### src/design/tcc_consts.svh
/*
 * Offsets, field positions, reset values and widths of the
 * three-channel timer/counter block.
 * Assumes inclusion by bare name; holds definitions only.
 */
`ifndef TCC_CONSTS_SVH
`define TCC_CONSTS_SVH

// register offsets inside a channel window, channel window stride, block register offsets
`define TCC_CH_STRIDE 8'h40
`define TCC_OFS_CCR 6'h00
`define TCC_OFS_CMR 6'h04
`define TCC_OFS_CV 6'h10
`define TCC_OFS_RA 6'h14
`define TCC_OFS_RB 6'h18
`define TCC_OFS_RC 6'h1C
`define TCC_OFS_SR 6'h20
`define TCC_OFS_IER 6'h24
`define TCC_OFS_IDR 6'h28
`define TCC_OFS_IMR 6'h2C
`define TCC_OFS_BCR 8'hC0
`define TCC_OFS_BMR 8'hC4

// channel control register bits
`define TCC_CCR_CLOCK_ENABLE_CMD 0
`define TCC_CCR_CLOCK_DISABLE_CMD 1
`define TCC_CCR_SOFTWARE_TRIGGER_BIT 2

// channel mode register fields, common and capture view
`define TCC_CMR_CLKSEL_LO 0
`define TCC_CMR_CLOCK_INVERT_BIT 3
`define TCC_CMR_BURST_LO 4
`define TCC_CMR_LOAD_B_STOP 6
`define TCC_CMR_LOAD_B_DISABLE 7
`define TCC_CMR_TRIGGER_EDGE_FIELD_LO 8
`define TCC_CMR_TRIGGER_SOURCE_BIT 10
`define TCC_CMR_COMPARE_C_TRIGGER 14
`define TCC_CMR_WAVE 15
`define TCC_CMR_LOAD_A_EDGE_LO 16
`define TCC_CMR_LOAD_B_EDGE_LO 18
// waveform view of the same register
`define TCC_CMR_COMPARE_C_STOP 6
`define TCC_CMR_COMPARE_C_DISABLE 7
`define TCC_CMR_EEVT_LO 10
`define TCC_CMR_EXTERNAL_EVENT_TRIGGER_ENABLE 12
`define TCC_CMR_WIDTH 20
`define TCC_CMR_RESET 20'h00000

// status register bits
`define TCC_SR_COUNTER_OVERFLOW_FLAG 0
`define TCC_SR_LOAD_OVERRUN_FLAG 1
`define TCC_SR_CPCS 4
`define TCC_SR_LDRAS 5
`define TCC_SR_LDRBS 6
`define TCC_SR_ETRGS 7
`define TCC_SR_CLOCK_ENABLED_FLAG 16
`define TCC_SR_FLAGS 8

// block control and block mode registers
`define TCC_BCR_SYNC 0
`define TCC_BMR_WIDTH 6
`define TCC_BMR_RESET 6'h00

`define TCC_CV_RESET 16'h0000
`define TCC_CV_MAX 16'hFFFF
`define TCC_PRESC_WIDTH 7

`endif

### src/design/tcc_pkg.sv
/*
 * Types shared by the timer/counter block.
 * Assumes the constants header sits beside it.
 */
package tcc_pkg;

  typedef logic [15:0] tcc_count_t;

  // edge selection used by capture loads and external triggers
  typedef enum logic [1:0] {
    TCC_EDGE_NONE = 2'h0,
    TCC_EDGE_RISE = 2'h1,
    TCC_EDGE_FALL = 2'h2,
    TCC_EDGE_BOTH = 2'h3
  } tcc_edge_t;

  typedef enum logic [2:0] {
    TCC_CLK_DIV2 = 3'h0,
    TCC_CLK_DIV8 = 3'h1,
    TCC_CLK_DIV32 = 3'h2,
    TCC_CLK_DIV128 = 3'h3,
    TCC_CLK_SLOW = 3'h4,
    TCC_CLK_XC0 = 3'h5,
    TCC_CLK_XC1 = 3'h6,
    TCC_CLK_XC2 = 3'h7
  } tcc_clksel_t;

endpackage : tcc_pkg

### src/design/tcc_timer_block.sv
/*
 * Three-channel 16-bit timer/counter with clock selection, chaining,
 * clock gating, triggers and capture of line A edges into registers A/B.
 * Assumes one master clock sys_clk; pins and slow clock are asynchronous
 * and are filtered here; the register port never waits.
 */
// The implementer's own choices: the register addresses and the strobed register port.
`timescale 1ns/1ps
`default_nettype none
`include "tcc_consts.svh"

module tcc_timer_block (
  input wire logic sys_clk,
  input wire logic rst_n,
  input wire logic clock_enable_cmd,
  input wire logic [7:0] regAddr,
  input wire logic [31:0] regWdata,
  input wire logic regWr,
  input wire logic regRd,
  output logic [31:0] regRdata,
  input wire logic slowClock,
  input wire logic [2:0] extClockPin,
  input wire logic [2:0] ioLineAIn,
  output logic [2:0] ioLineAOut,
  output logic [2:0] ioLineAOe,
  input wire logic [2:0] ioLineBIn,
  output logic [2:0] ioLineBOut,
  output logic [2:0] ioLineBOe,
  output logic [2:0] chanIrq
);

  function automatic logic edgeHit(input logic [1:0] sel, input logic rise,
                                   input logic fall);
    edgeHit = (sel[0] & rise) | (sel[1] & fall);
  endfunction : edgeHit

  // asynchronous inputs: slow clock, clock pins, line A, line B
  localparam int NIN = 10;
  logic [NIN-1:0] pinRaw;
  logic [NIN-1:0] sync1_q;
  logic [NIN-1:0] sync2_q;
  logic [NIN-1:0] sync3_q;
  logic [NIN-1:0] pinLvl_q;
  logic [NIN-1:0] pinPrev_q;
  assign pinRaw = {ioLineBIn, ioLineAIn, extClockPin, slowClock};

  always_ff @(posedge sys_clk or negedge rst_n) begin
    if (!rst_n) begin
      sync1_q <= '0;
      sync2_q <= '0;
      sync3_q <= '0;
    end else if (clock_enable_cmd) begin
      sync1_q <= pinRaw;
      sync2_q <= sync1_q;
      sync3_q <= sync2_q;
    end
  end

  // a bit moves only once stages two and three agree, so a glitch of one
  // cycle never reaches the counters
  genvar gb;
  generate
    for (gb = 0; gb < NIN; gb++) begin : gFilt
      always_ff @(posedge sys_clk or negedge rst_n) begin
        if (!rst_n) begin
          pinLvl_q[gb] <= 1'b0;
          pinPrev_q[gb] <= 1'b0;
        end else if (clock_enable_cmd) begin
          if (sync2_q[gb] == sync3_q[gb]) begin
            pinLvl_q[gb] <= sync3_q[gb];
          end
          pinPrev_q[gb] <= pinLvl_q[gb];
        end
      end
    end
  endgenerate

  logic slowLvl;
  logic [2:0] pinClkLvl;
  logic [2:0] aInLvl;
  logic [2:0] aInRise;
  logic [2:0] aInFall;
  logic [2:0] bInRise;
  logic [2:0] bInFall;
  assign slowLvl = pinLvl_q[0];
  assign pinClkLvl = pinLvl_q[3:1];
  assign aInLvl = pinLvl_q[6:4];
  assign aInRise = pinLvl_q[6:4] & ~pinPrev_q[6:4];
  assign aInFall = ~pinLvl_q[6:4] & pinPrev_q[6:4];
  assign bInRise = pinLvl_q[9:7] & ~pinPrev_q[9:7];
  assign bInFall = ~pinLvl_q[9:7] & pinPrev_q[9:7];

  // prescaler: bit k toggles at master/2^(k+1)
  logic [`TCC_PRESC_WIDTH-1:0] presc_q;
  always_ff @(posedge sys_clk or negedge rst_n) begin
    if (!rst_n) begin
      presc_q <= '0;
    end else if (clock_enable_cmd) begin
      presc_q <= presc_q + 1'b1;
    end
  end

  logic [3:0] divLvl;
  assign divLvl = {presc_q[6], presc_q[4], presc_q[2], presc_q[0]};

  // block registers
  logic [`TCC_BMR_WIDTH-1:0] bmr_q;
  logic syncPulse;
  logic bmrWr;
  assign bmrWr = regWr && (regAddr == `TCC_OFS_BMR);
  assign syncPulse = regWr && (regAddr == `TCC_OFS_BCR) && regWdata[`TCC_BCR_SYNC];

  always_ff @(posedge sys_clk or negedge rst_n) begin
    if (!rst_n) begin
      bmr_q <= `TCC_BMR_RESET;
    end else if (clock_enable_cmd && bmrWr) begin
      bmr_q <= regWdata[`TCC_BMR_WIDTH-1:0];
    end
  end

  // per-channel state
  logic [`TCC_CMR_WIDTH-1:0] cmr_q [3];
  tcc_pkg::tcc_count_t cv_q [3];
  tcc_pkg::tcc_count_t ra_q [3];
  tcc_pkg::tcc_count_t rb_q [3];
  tcc_pkg::tcc_count_t rc_q [3];
  logic [`TCC_SR_FLAGS-1:0] sr_q [3];
  logic [`TCC_SR_FLAGS-1:0] imr_q [3];
  logic [2:0] clkOn_q;
  logic [2:0] lineAOutLvl;
  logic [2:0] gatePrevXc;

  // shared external clock lines: each picks its pin or another line A
  logic [2:0] xc;
  genvar gx;
  generate
    for (gx = 0; gx < 3; gx++) begin : gChain
      localparam int O1 = (gx + 1) % 3;
      localparam int O2 = (gx + 2) % 3;
      logic [1:0] xsel;
      logic lineA1;
      logic lineA2;
      assign xsel = bmr_q[2*gx+1:2*gx];
      assign lineA1 = cmr_q[O1][`TCC_CMR_WAVE] ? lineAOutLvl[O1] : aInLvl[O1];
      assign lineA2 = cmr_q[O2][`TCC_CMR_WAVE] ? lineAOutLvl[O2] : aInLvl[O2];
      always_comb begin
        case (xsel)
          2'h0: xc[gx] = pinClkLvl[gx];
          2'h2: xc[gx] = lineA1;
          2'h3: xc[gx] = lineA2;
          default: xc[gx] = 1'b0;
        endcase
      end
    end
  endgenerate

  genvar gc;
  generate
    for (gc = 0; gc < 3; gc++) begin : gChan
      localparam logic [1:0] CH = 2'(gc);
      logic chSel;
      logic ccrWr;
      logic cmrWr;
      logic [19:0] cmr;
      logic wave;
      logic [2:0] clkSel;
      logic [1:0] burst;
      logic selLvl;
      logic gateLvl;
      logic gatePrev_q;
      logic tick;
      logic running_q;
      logic trgPend_q;
      logic expectB_q;
      logic raUnread_q;
      logic rbUnread_q;
      logic match_q;
      logic match;
      logic cpcEvt;
      logic extEvt;
      logic extTrg;
      logic software_trigger_bit;
      logic trig;
      logic loadA;
      logic loadB;
      logic stopEvt;
      logic disEvt;
      logic enNow;
      logic counting;
      logic overflow;
      logic srRead;
      logic [`TCC_SR_FLAGS-1:0] setFlags;

      assign chSel = (regAddr[7:6] == CH);
      assign ccrWr = regWr && chSel && (regAddr[5:0] == `TCC_OFS_CCR);
      assign cmrWr = regWr && chSel && (regAddr[5:0] == `TCC_OFS_CMR);
      assign srRead = regRd && chSel && (regAddr[5:0] == `TCC_OFS_SR);
      assign cmr = cmr_q[gc];
      assign wave = cmr[`TCC_CMR_WAVE];
      assign clkSel = cmr[`TCC_CMR_CLKSEL_LO+:3];
      assign burst = cmr[`TCC_CMR_BURST_LO+:2];

      always_comb begin
        case (tcc_pkg::tcc_clksel_t'(clkSel))
          tcc_pkg::TCC_CLK_DIV2: selLvl = divLvl[0];
          tcc_pkg::TCC_CLK_DIV8: selLvl = divLvl[1];
          tcc_pkg::TCC_CLK_DIV32: selLvl = divLvl[2];
          tcc_pkg::TCC_CLK_DIV128: selLvl = divLvl[3];
          tcc_pkg::TCC_CLK_SLOW: selLvl = slowLvl;
          tcc_pkg::TCC_CLK_XC0: selLvl = xc[0];
          tcc_pkg::TCC_CLK_XC1: selLvl = xc[1];
          tcc_pkg::TCC_CLK_XC2: selLvl = xc[2];
          default: selLvl = 1'b0;
        endcase
      end

      // external clocks are only resolved if slower than the master clock
      assign gateLvl = (selLvl ^ cmr[`TCC_CMR_CLOCK_INVERT_BIT])
                       & ((burst == 2'h0) | xc[burst - 2'h1]);
      assign tick = gateLvl & ~gatePrev_q;
      assign counting = tick && clkOn_q[gc] && running_q && !trgPend_q;
      assign overflow = counting && (cv_q[gc] == `TCC_CV_MAX);

      // compare C is edge detected so a stalled counter raises it once
      assign match = (cv_q[gc] == rc_q[gc]);
      assign cpcEvt = match && !match_q;

      // external trigger: line A or B in capture, event source in waveform
      always_comb begin
        if (!wave) begin
          extEvt = cmr[`TCC_CMR_TRIGGER_SOURCE_BIT]
                   ? edgeHit(cmr[`TCC_CMR_TRIGGER_EDGE_FIELD_LO+:2], aInRise[gc], aInFall[gc])
                   : edgeHit(cmr[`TCC_CMR_TRIGGER_EDGE_FIELD_LO+:2], bInRise[gc], bInFall[gc]);
        end else begin
          case (cmr[`TCC_CMR_EEVT_LO+:2])
            2'h0: extEvt = edgeHit(cmr[`TCC_CMR_TRIGGER_EDGE_FIELD_LO+:2], bInRise[gc], bInFall[gc]);
            2'h1: extEvt = edgeHit(cmr[`TCC_CMR_TRIGGER_EDGE_FIELD_LO+:2], xc[0] & ~gatePrevXc[0],
                                   ~xc[0] & gatePrevXc[0]);
            2'h2: extEvt = edgeHit(cmr[`TCC_CMR_TRIGGER_EDGE_FIELD_LO+:2], xc[1] & ~gatePrevXc[1],
                                   ~xc[1] & gatePrevXc[1]);
            default: extEvt = edgeHit(cmr[`TCC_CMR_TRIGGER_EDGE_FIELD_LO+:2], xc[2] & ~gatePrevXc[2],
                                      ~xc[2] & gatePrevXc[2]);
          endcase
        end
      end
      assign extTrg = extEvt && (!wave || cmr[`TCC_CMR_EXTERNAL_EVENT_TRIGGER_ENABLE]);
      assign software_trigger_bit = ccrWr && regWdata[`TCC_CCR_SOFTWARE_TRIGGER_BIT];
      assign trig = software_trigger_bit || syncPulse || extTrg
                    || (cpcEvt && cmr[`TCC_CMR_COMPARE_C_TRIGGER]);

      // capture loads alternate A then B between triggers
      assign loadA = !wave && !expectB_q
                     && edgeHit(cmr[`TCC_CMR_LOAD_A_EDGE_LO+:2], aInRise[gc], aInFall[gc]);
      assign loadB = !wave && expectB_q
                     && edgeHit(cmr[`TCC_CMR_LOAD_B_EDGE_LO+:2], aInRise[gc], aInFall[gc]);

      assign stopEvt = wave ? (cpcEvt && cmr[`TCC_CMR_COMPARE_C_STOP])
                            : (loadB && cmr[`TCC_CMR_LOAD_B_STOP]);
      assign disEvt = wave ? (cpcEvt && cmr[`TCC_CMR_COMPARE_C_DISABLE])
                           : (loadB && cmr[`TCC_CMR_LOAD_B_DISABLE]);
      // an enable written together with a trigger lets that trigger start
      assign enNow = (clkOn_q[gc] || (ccrWr && regWdata[`TCC_CCR_CLOCK_ENABLE_CMD]))
                     && !(ccrWr && regWdata[`TCC_CCR_CLOCK_DISABLE_CMD]);

      always_ff @(posedge sys_clk or negedge rst_n) begin
        if (!rst_n) begin
          cmr_q[gc] <= `TCC_CMR_RESET;
        end else if (clock_enable_cmd && cmrWr) begin
          cmr_q[gc] <= regWdata[`TCC_CMR_WIDTH-1:0];
        end
      end

      always_ff @(posedge sys_clk or negedge rst_n) begin
        if (!rst_n) begin
          gatePrev_q <= 1'b0;
          match_q <= 1'b0;
        end else if (clock_enable_cmd) begin
          gatePrev_q <= gateLvl;
          match_q <= match;
        end
      end

      // disable wins over enable when both arrive together
      always_ff @(posedge sys_clk or negedge rst_n) begin
        if (!rst_n) begin
          clkOn_q[gc] <= 1'b0;
          running_q <= 1'b0;
        end else if (clock_enable_cmd) begin
          if ((ccrWr && regWdata[`TCC_CCR_CLOCK_DISABLE_CMD]) || disEvt) begin
            clkOn_q[gc] <= 1'b0;
          end else if (ccrWr && regWdata[`TCC_CCR_CLOCK_ENABLE_CMD]) begin
            clkOn_q[gc] <= 1'b1;
          end
          if (enNow) begin
            if (trig) begin
              running_q <= 1'b1;
            end else if (stopEvt) begin
              running_q <= 1'b0;
            end
          end
        end
      end

      // trigger is held until the next active edge of the selected clock
      always_ff @(posedge sys_clk or negedge rst_n) begin
        if (!rst_n) begin
          trgPend_q <= 1'b0;
          cv_q[gc] <= `TCC_CV_RESET;
        end else if (clock_enable_cmd) begin
          if (trig) begin
            trgPend_q <= 1'b1;
          end else if (tick && clkOn_q[gc]) begin
            trgPend_q <= 1'b0;
          end
          // a disabled counter clock has no edges, so the trigger waits
          if (tick && trgPend_q && clkOn_q[gc]) begin
            cv_q[gc] <= `TCC_CV_RESET;
          end else if (counting) begin
            cv_q[gc] <= cv_q[gc] + 16'h0001;
          end
        end
      end

      always_ff @(posedge sys_clk or negedge rst_n) begin
        if (!rst_n) begin
          expectB_q <= 1'b0;
          ra_q[gc] <= `TCC_CV_RESET;
          rb_q[gc] <= `TCC_CV_RESET;
          rc_q[gc] <= `TCC_CV_RESET;
        end else if (clock_enable_cmd) begin
          if (trig) begin
            expectB_q <= 1'b0;
          end else if (loadA) begin
            expectB_q <= 1'b1;
          end else if (loadB) begin
            expectB_q <= 1'b0;
          end
          if (loadA) begin
            ra_q[gc] <= cv_q[gc];
          end else if (wave && regWr && chSel && regAddr[5:0] == `TCC_OFS_RA) begin
            ra_q[gc] <= regWdata[15:0];
          end
          if (loadB) begin
            rb_q[gc] <= cv_q[gc];
          end else if (wave && regWr && chSel && regAddr[5:0] == `TCC_OFS_RB) begin
            rb_q[gc] <= regWdata[15:0];
          end
          if (regWr && chSel && regAddr[5:0] == `TCC_OFS_RC) begin
            rc_q[gc] <= regWdata[15:0];
          end
        end
      end

      // a new load wins over a read in the same cycle
      always_ff @(posedge sys_clk or negedge rst_n) begin
        if (!rst_n) begin
          raUnread_q <= 1'b0;
          rbUnread_q <= 1'b0;
        end else if (clock_enable_cmd) begin
          if (loadA) begin
            raUnread_q <= 1'b1;
          end else if (regRd && chSel && regAddr[5:0] == `TCC_OFS_RA) begin
            raUnread_q <= 1'b0;
          end
          if (loadB) begin
            rbUnread_q <= 1'b1;
          end else if (regRd && chSel && regAddr[5:0] == `TCC_OFS_RB) begin
            rbUnread_q <= 1'b0;
          end
        end
      end

      always_comb begin
        setFlags = '0;
        setFlags[`TCC_SR_COUNTER_OVERFLOW_FLAG] = overflow;
        setFlags[`TCC_SR_LOAD_OVERRUN_FLAG] = (loadA && raUnread_q) || (loadB && rbUnread_q);
        setFlags[`TCC_SR_CPCS] = cpcEvt;
        setFlags[`TCC_SR_LDRAS] = loadA;
        setFlags[`TCC_SR_LDRBS] = loadB;
        setFlags[`TCC_SR_ETRGS] = extEvt;
      end

      // flags clear on status read; a set in that same cycle survives
      always_ff @(posedge sys_clk or negedge rst_n) begin
        if (!rst_n) begin
          sr_q[gc] <= '0;
          imr_q[gc] <= '0;
        end else if (clock_enable_cmd) begin
          sr_q[gc] <= (srRead ? '0 : sr_q[gc]) | setFlags;
          if (regWr && chSel && regAddr[5:0] == `TCC_OFS_IER) begin
            imr_q[gc] <= imr_q[gc] | regWdata[`TCC_SR_FLAGS-1:0];
          end else if (regWr && chSel && regAddr[5:0] == `TCC_OFS_IDR) begin
            imr_q[gc] <= imr_q[gc] & ~regWdata[`TCC_SR_FLAGS-1:0];
          end
        end
      end

      // waveform generation lives elsewhere; line A drives a quiet low here
      assign lineAOutLvl[gc] = 1'b0;

      always_ff @(posedge sys_clk or negedge rst_n) begin
        if (!rst_n) begin
          ioLineAOut[gc] <= 1'b0;
          ioLineAOe[gc] <= 1'b0;
          ioLineBOut[gc] <= 1'b0;
          ioLineBOe[gc] <= 1'b0;
          chanIrq[gc] <= 1'b0;
        end else if (clock_enable_cmd) begin
          ioLineAOut[gc] <= lineAOutLvl[gc];
          ioLineAOe[gc] <= wave;
          ioLineBOut[gc] <= 1'b0;
          ioLineBOe[gc] <= wave && (cmr[`TCC_CMR_EEVT_LO+:2] != 2'h0);
          chanIrq[gc] <= |(sr_q[gc] & imr_q[gc]);
        end
      end
    end
  endgenerate

  // previous external clock line levels for waveform event edges
  always_ff @(posedge sys_clk or negedge rst_n) begin
    if (!rst_n) begin
      gatePrevXc <= '0;
    end else if (clock_enable_cmd) begin
      gatePrevXc <= xc;
    end
  end

  // read path: data stand in the cycle after the strobe only
  logic [31:0] rdMux;
  logic [1:0] rch;
  assign rch = regAddr[7:6];
  always_comb begin
    rdMux = 32'h00000000;
    if (regAddr == `TCC_OFS_BMR) begin
      rdMux = {26'h0000000, bmr_q};
    end else if (rch != 2'h3) begin
      case (regAddr[5:0])
        `TCC_OFS_CMR: rdMux = {12'h000, cmr_q[rch]};
        `TCC_OFS_CV: rdMux = {16'h0000, cv_q[rch]};
        `TCC_OFS_RA: rdMux = {16'h0000, ra_q[rch]};
        `TCC_OFS_RB: rdMux = {16'h0000, rb_q[rch]};
        `TCC_OFS_RC: rdMux = {16'h0000, rc_q[rch]};
        `TCC_OFS_SR: begin
          rdMux[`TCC_SR_FLAGS-1:0] = sr_q[rch];
          rdMux[`TCC_SR_CLOCK_ENABLED_FLAG] = clkOn_q[rch];
        end
        `TCC_OFS_IMR: rdMux = {24'h000000, imr_q[rch]};
        default: rdMux = 32'h00000000;
      endcase
    end
  end

  always_ff @(posedge sys_clk or negedge rst_n) begin
    if (!rst_n) begin
      regRdata <= 32'h00000000;
    end else if (clock_enable_cmd) begin
      regRdata <= regRd ? rdMux : 32'h00000000;
    end
  end

endmodule : tcc_timer_block
`default_nettype wire

### config.mk
export PLATFORM = sky130hd
export DESIGN_NAME = tcc_timer_block
export DESIGN_NICKNAME = d
export VERILOG_FILES = /design/src/design/tcc_pkg.sv /design/src/design/tcc_timer_block.sv
export VERILOG_INCLUDE_DIRS = /design/src /design/src/design
export SDC_FILE = /design/constraint.sdc
export NUM_CORES = 1
export LEC_CHECK = 0
export ABC_AREA = 1
export BUFFER_PORTS_ARGS = -buffer_cell sky130_fd_sc_hd__buf_2
export CAP_MARGIN = 15
export CELL_PAD_IN_SITES_DETAIL_PLACEMENT = 1
export CELL_PAD_IN_SITES_GLOBAL_PLACEMENT = 2
export CORE_ASPECT_RATIO = 1.25
export CORE_MARGIN = 5
export CORE_UTILIZATION = 35
export DETAILED_ROUTE_END_ITERATION = 12
export PLACE_DENSITY = 0.75
export SLEW_MARGIN = 20
export SYNTH_ARGS = -nofsm -noshare
export SYNTH_HDL_FRONTEND = slang
export SYNTH_SLANG_ARGS = --single-unit
### constraint.sdc
create_clock -name sys_clk -period 2.6 [get_ports sys_clk]
set_input_delay 0.13 -clock sys_clk [delete_from_list [all_inputs] [get_ports sys_clk]]
set_output_delay 0.13 -clock sys_clk [all_outputs]
set_load 0.03 [all_outputs]
==> summary.txt <==
Status -> finished clean
Worst Max-Slew Pin Slew -> 0.818 ns
Synth top area cells -> dfrtp_1, nand2_1, o21ai_0
# IOs -> 102
Final min period -> 2.44 ns
Root buffer cell -> clkbuf_16
Commonest non-fill, non-tap cells in the layout -> nand2_1, dfrtp_1, o21ai_0
Highest clock rate -> 410 MHz
CP Max Fanout -> 32
Hold WC Path Type -> primary input to register
DRT antenna net count -> 0
CP max-delay cell -> dfrtp_1
Largest net degree at the start of global routing -> 78
Total vias in the final route -> 21,300
Critical path class -> register to register
Worst rel slew slack -> 45.4%
RSZ-0062 raised after global routing -> no
EDFF count, synth -> 0
Final wirelength -> 100,000 µm
DRC Markers -> 0
Drt wl/cell -> 25.6 µm
P&R area growth vs syn -> 18.1%
Asr flop ratio synth -> 100%
Vias in the first global route -> 22,200
Setup Fix Bufs, Post-CTS -> 0
Pleak -> 12.2 nW
DP Wirelength -> 74,300 µm
Total Routing Usage GR -> 28.5%
Synth Cell Area -> 22,100 µm²
Worst-Skew Late Latency -> 0.61 ns
Routability cong. -> 0.961
DRT iter0 DRCs -> 1,450
Fill count -> 7,689
Buf+Inv Stages, Crit Path -> 3
Synth Warn # -> 0
Vias per std cell -> 5.46
I/O Buffers -> 71
Unique cell type count in the Yosys netlist -> 52
H-tree Lvls -> 2
First-pass GRT wire length -> 147,000 µm
Die ar. -> 68,300 µm²
Drt pass-1 iters -> 6
Reg area -> 10,200 µm²
CTS Sinks -> 409
Die Ht -> 291 µm
Worst EP required -> 3.11 ns
Synth Area per Inst -> 7.66 µm²
GR Overflow Total -> 0
Post-synth top flop -> dfrtp_1
CP startpoint kind -> register
Sequential area share after synthesis -> 46.3%
Antenna violations before repair -> 4
Max Cap Viol -> 0
Final hold violations -> 0
Clock slew at reported path FFs -> 0.06 ns
Num rows -> 103
Area share of the leading cell type in the synthesized netlist -> 46.3%
Fin nets -> 3,092
Fraction of layout cells with a size suffix above 1 -> 11.4%
CTS buffer count -> 48
Starting Density -> 35.2%
Most common cell after layout, fill and taps aside -> nand2_1
Largest area contributor in the netlist -> dfrtp_1
Pins over their slew limit -> 0
Seq cells post-synth -> 409
PwrDens -> 640 nW/µm²
Setup total negative slack -> 0 ns
Setup violators final -> 0
Total power -> 16.7 mW
Die W -> 235 µm
Top delay family on crit path -> simple AND/OR/NAND/NOR gates
Crit path arrival time -> 2.95 ns
Critical-path cell list -> or2_2 > o21ai_0 > buf_4 > nand2_1 > nor2_1 > inv_1 > nand2_1 > buf_12 > o211ai_1 > o21ai_0
Cells after Synth -> 2,885
Crit end category -> register
Deepest clock path buffer count -> 3
Crit path largest cell delay -> 0.46 ns
R2R Setup Slk -> 0.16 ns
Core area -> 62,900 µm²
CTS tree -> yes
Clock skew -> 0.0222 ns
Worst VDD drop -> 456 µV
Multi-input gate area -> 9940 µm²
Tcrit/Tclk final -> 93.8%
-- worst paths after layout --
kind                                          start                  endpoint  cells past startpoint
max                           aInLvl[2]$_DFFE_PN0P_      ra_q[10]$_DFFE_PN0P_                     10
min                                     regWdata[0]      ra_q[32]$_DFFE_PN0P_                      3
max reg2reg                   aInLvl[2]$_DFFE_PN0P_      ra_q[10]$_DFFE_PN0P_                     10
min reg2reg                ioLineAOe[1]$_DFFE_PN0P_  ioLineAOe[1]$_DFFE_PN0P_                      2
max in group asynchronous                     rst_n      rb_q[24]$_DFFE_PN0P_                      3
min in group asynchronous                     rst_n    sync3_q[0]$_DFFE_PN0P_                      2
-- what timing repair did --
| action | CTS | global route |
|---|---|---|
| setup endpoints to repair | 0 | 15 |
| hold buffers | 31 | 0 |
| hold endpoints to repair | 143 | 0 |
| resized for setup | 0 | 3 |
-- routing by layer --
layer	routed length (µm)	track usage (%)	vias up
met5	15	0	-
met3	4030	3.22	242
li1	-	-	9723
met4	7540	17.5	2
met1	40000	34.1	10700
met2	48500	49.0	623
-- cells by family (layout without fill, tap and decap cells) --
group	after synthesis	in the layout	share of synthesized area, %
other cells	1	20	0.0170
compound gates	637	637	17.2
flops	409	409	46.3
simple gates	1240	1240	23.0
buf+inv	493	654	9.15
mux	11	11	0.498
fa+ha+maj	7	7	0.396
xor+xnor	87	87	3.45
-- report_power, final --
group          switching (mW)  internal [mW]  leakage [nW]
Combinational            1.79          0.829          6.25
Sequential              0.394           6.76          5.20
Clock                    2.86           4.07         0.782
Total                    5.05           11.7          12.2
-- final cells by class --
cell class | count | area share, %
Antenna cell | 2 | 0.0192
Clock buffer | 69 | 5.45
Clock inverter | 14 | 0.594
Inverter | 313 | 4.52
Multi-Input combinational cell | 2000 | 38.1
Sequential cell | 409 | 39.2
Tap cell | 840 | 4.03
Timing Repair Buffer | 258 | 8.09
-- cell usage after synthesis, types with 3 or more instances --
master       n
dfrtp_1    409
o21ai_0    314
o21ai_1     22
nand4_1     31
nor3_2       4
a221oi_1    13
xnor2_1     39
nor2_4       4
a22oi_1     13
o31ai_1      5
xor2_1      48
nor2_2       5
a21boi_0     3
clkbuf_1   107
inv_1      296
buf_2       38
inv_2       14
nor4_1      10
a31oi_1     16
nor2_1     182
o22ai_1     36
o2111ai_1   11
a21oi_1     68
clkinv_1     3
buf_1        4
o21a_1       8
ha_1         7
or2_2        3
nand2_1    843
nand3b_1     3
nand3_1    114
o211ai_1    84
nor3_1      29
buf_4       27
nand3_2      5
mux2i_1     11
o221ai_1    33
buf_6        3
-- flip-flops by register name (all words and copies together), names as in the netlist, 6 cells and up, named ones only --
| register | cells |
|---|---|
| gChan.cmr | 60 |
| cv_q | 48 |
| ra_q | 48 |
| rb_q | 48 |
| rc_q | 48 |
| regRdata | 20 |
| sr_q | 18 |
| sync1_q | 10 |
| sync2_q | 10 |
| sync3_q | 10 |
| presc_q | 7 |
| bmr_q | 6 |
| pinPrev_q | 6 |
-- worst register-to-register path, cell delays in order, from the launching register on --
cell,delay (ns)
dfrtp_1,0.46
or2_2,0.37
o21ai_0,0.28
buf_4,0.20
nand2_1,0.08
nor2_1,0.26
inv_1,0.13
nand2_1,0.14
buf_12,0.20
o211ai_1,0.11
o21ai_0,0.10
-- through the flow --
stage / cells / area (µm²) / hold WS (ns) / util [%] / setup slack, ns
floorplan: 2902 / 22200 / -0.166 / - / 0.693
global placement: 3789 / 24200 / 0.192 / 38.5 / 0.0373
detailed placement: 3789 / 24200 / 0.213 / 38.5 / 0.0599
CTS: 3903 / 26100 / 0.0140 / 41.5 / 0.0908
global route: 3903 / 26100 / 0.0650 / 41.5 / 0.00629
finish: 3905 / 26100 / 0.0652 / 41.5 / 0.161
Power figures use the tool's default switching activity.
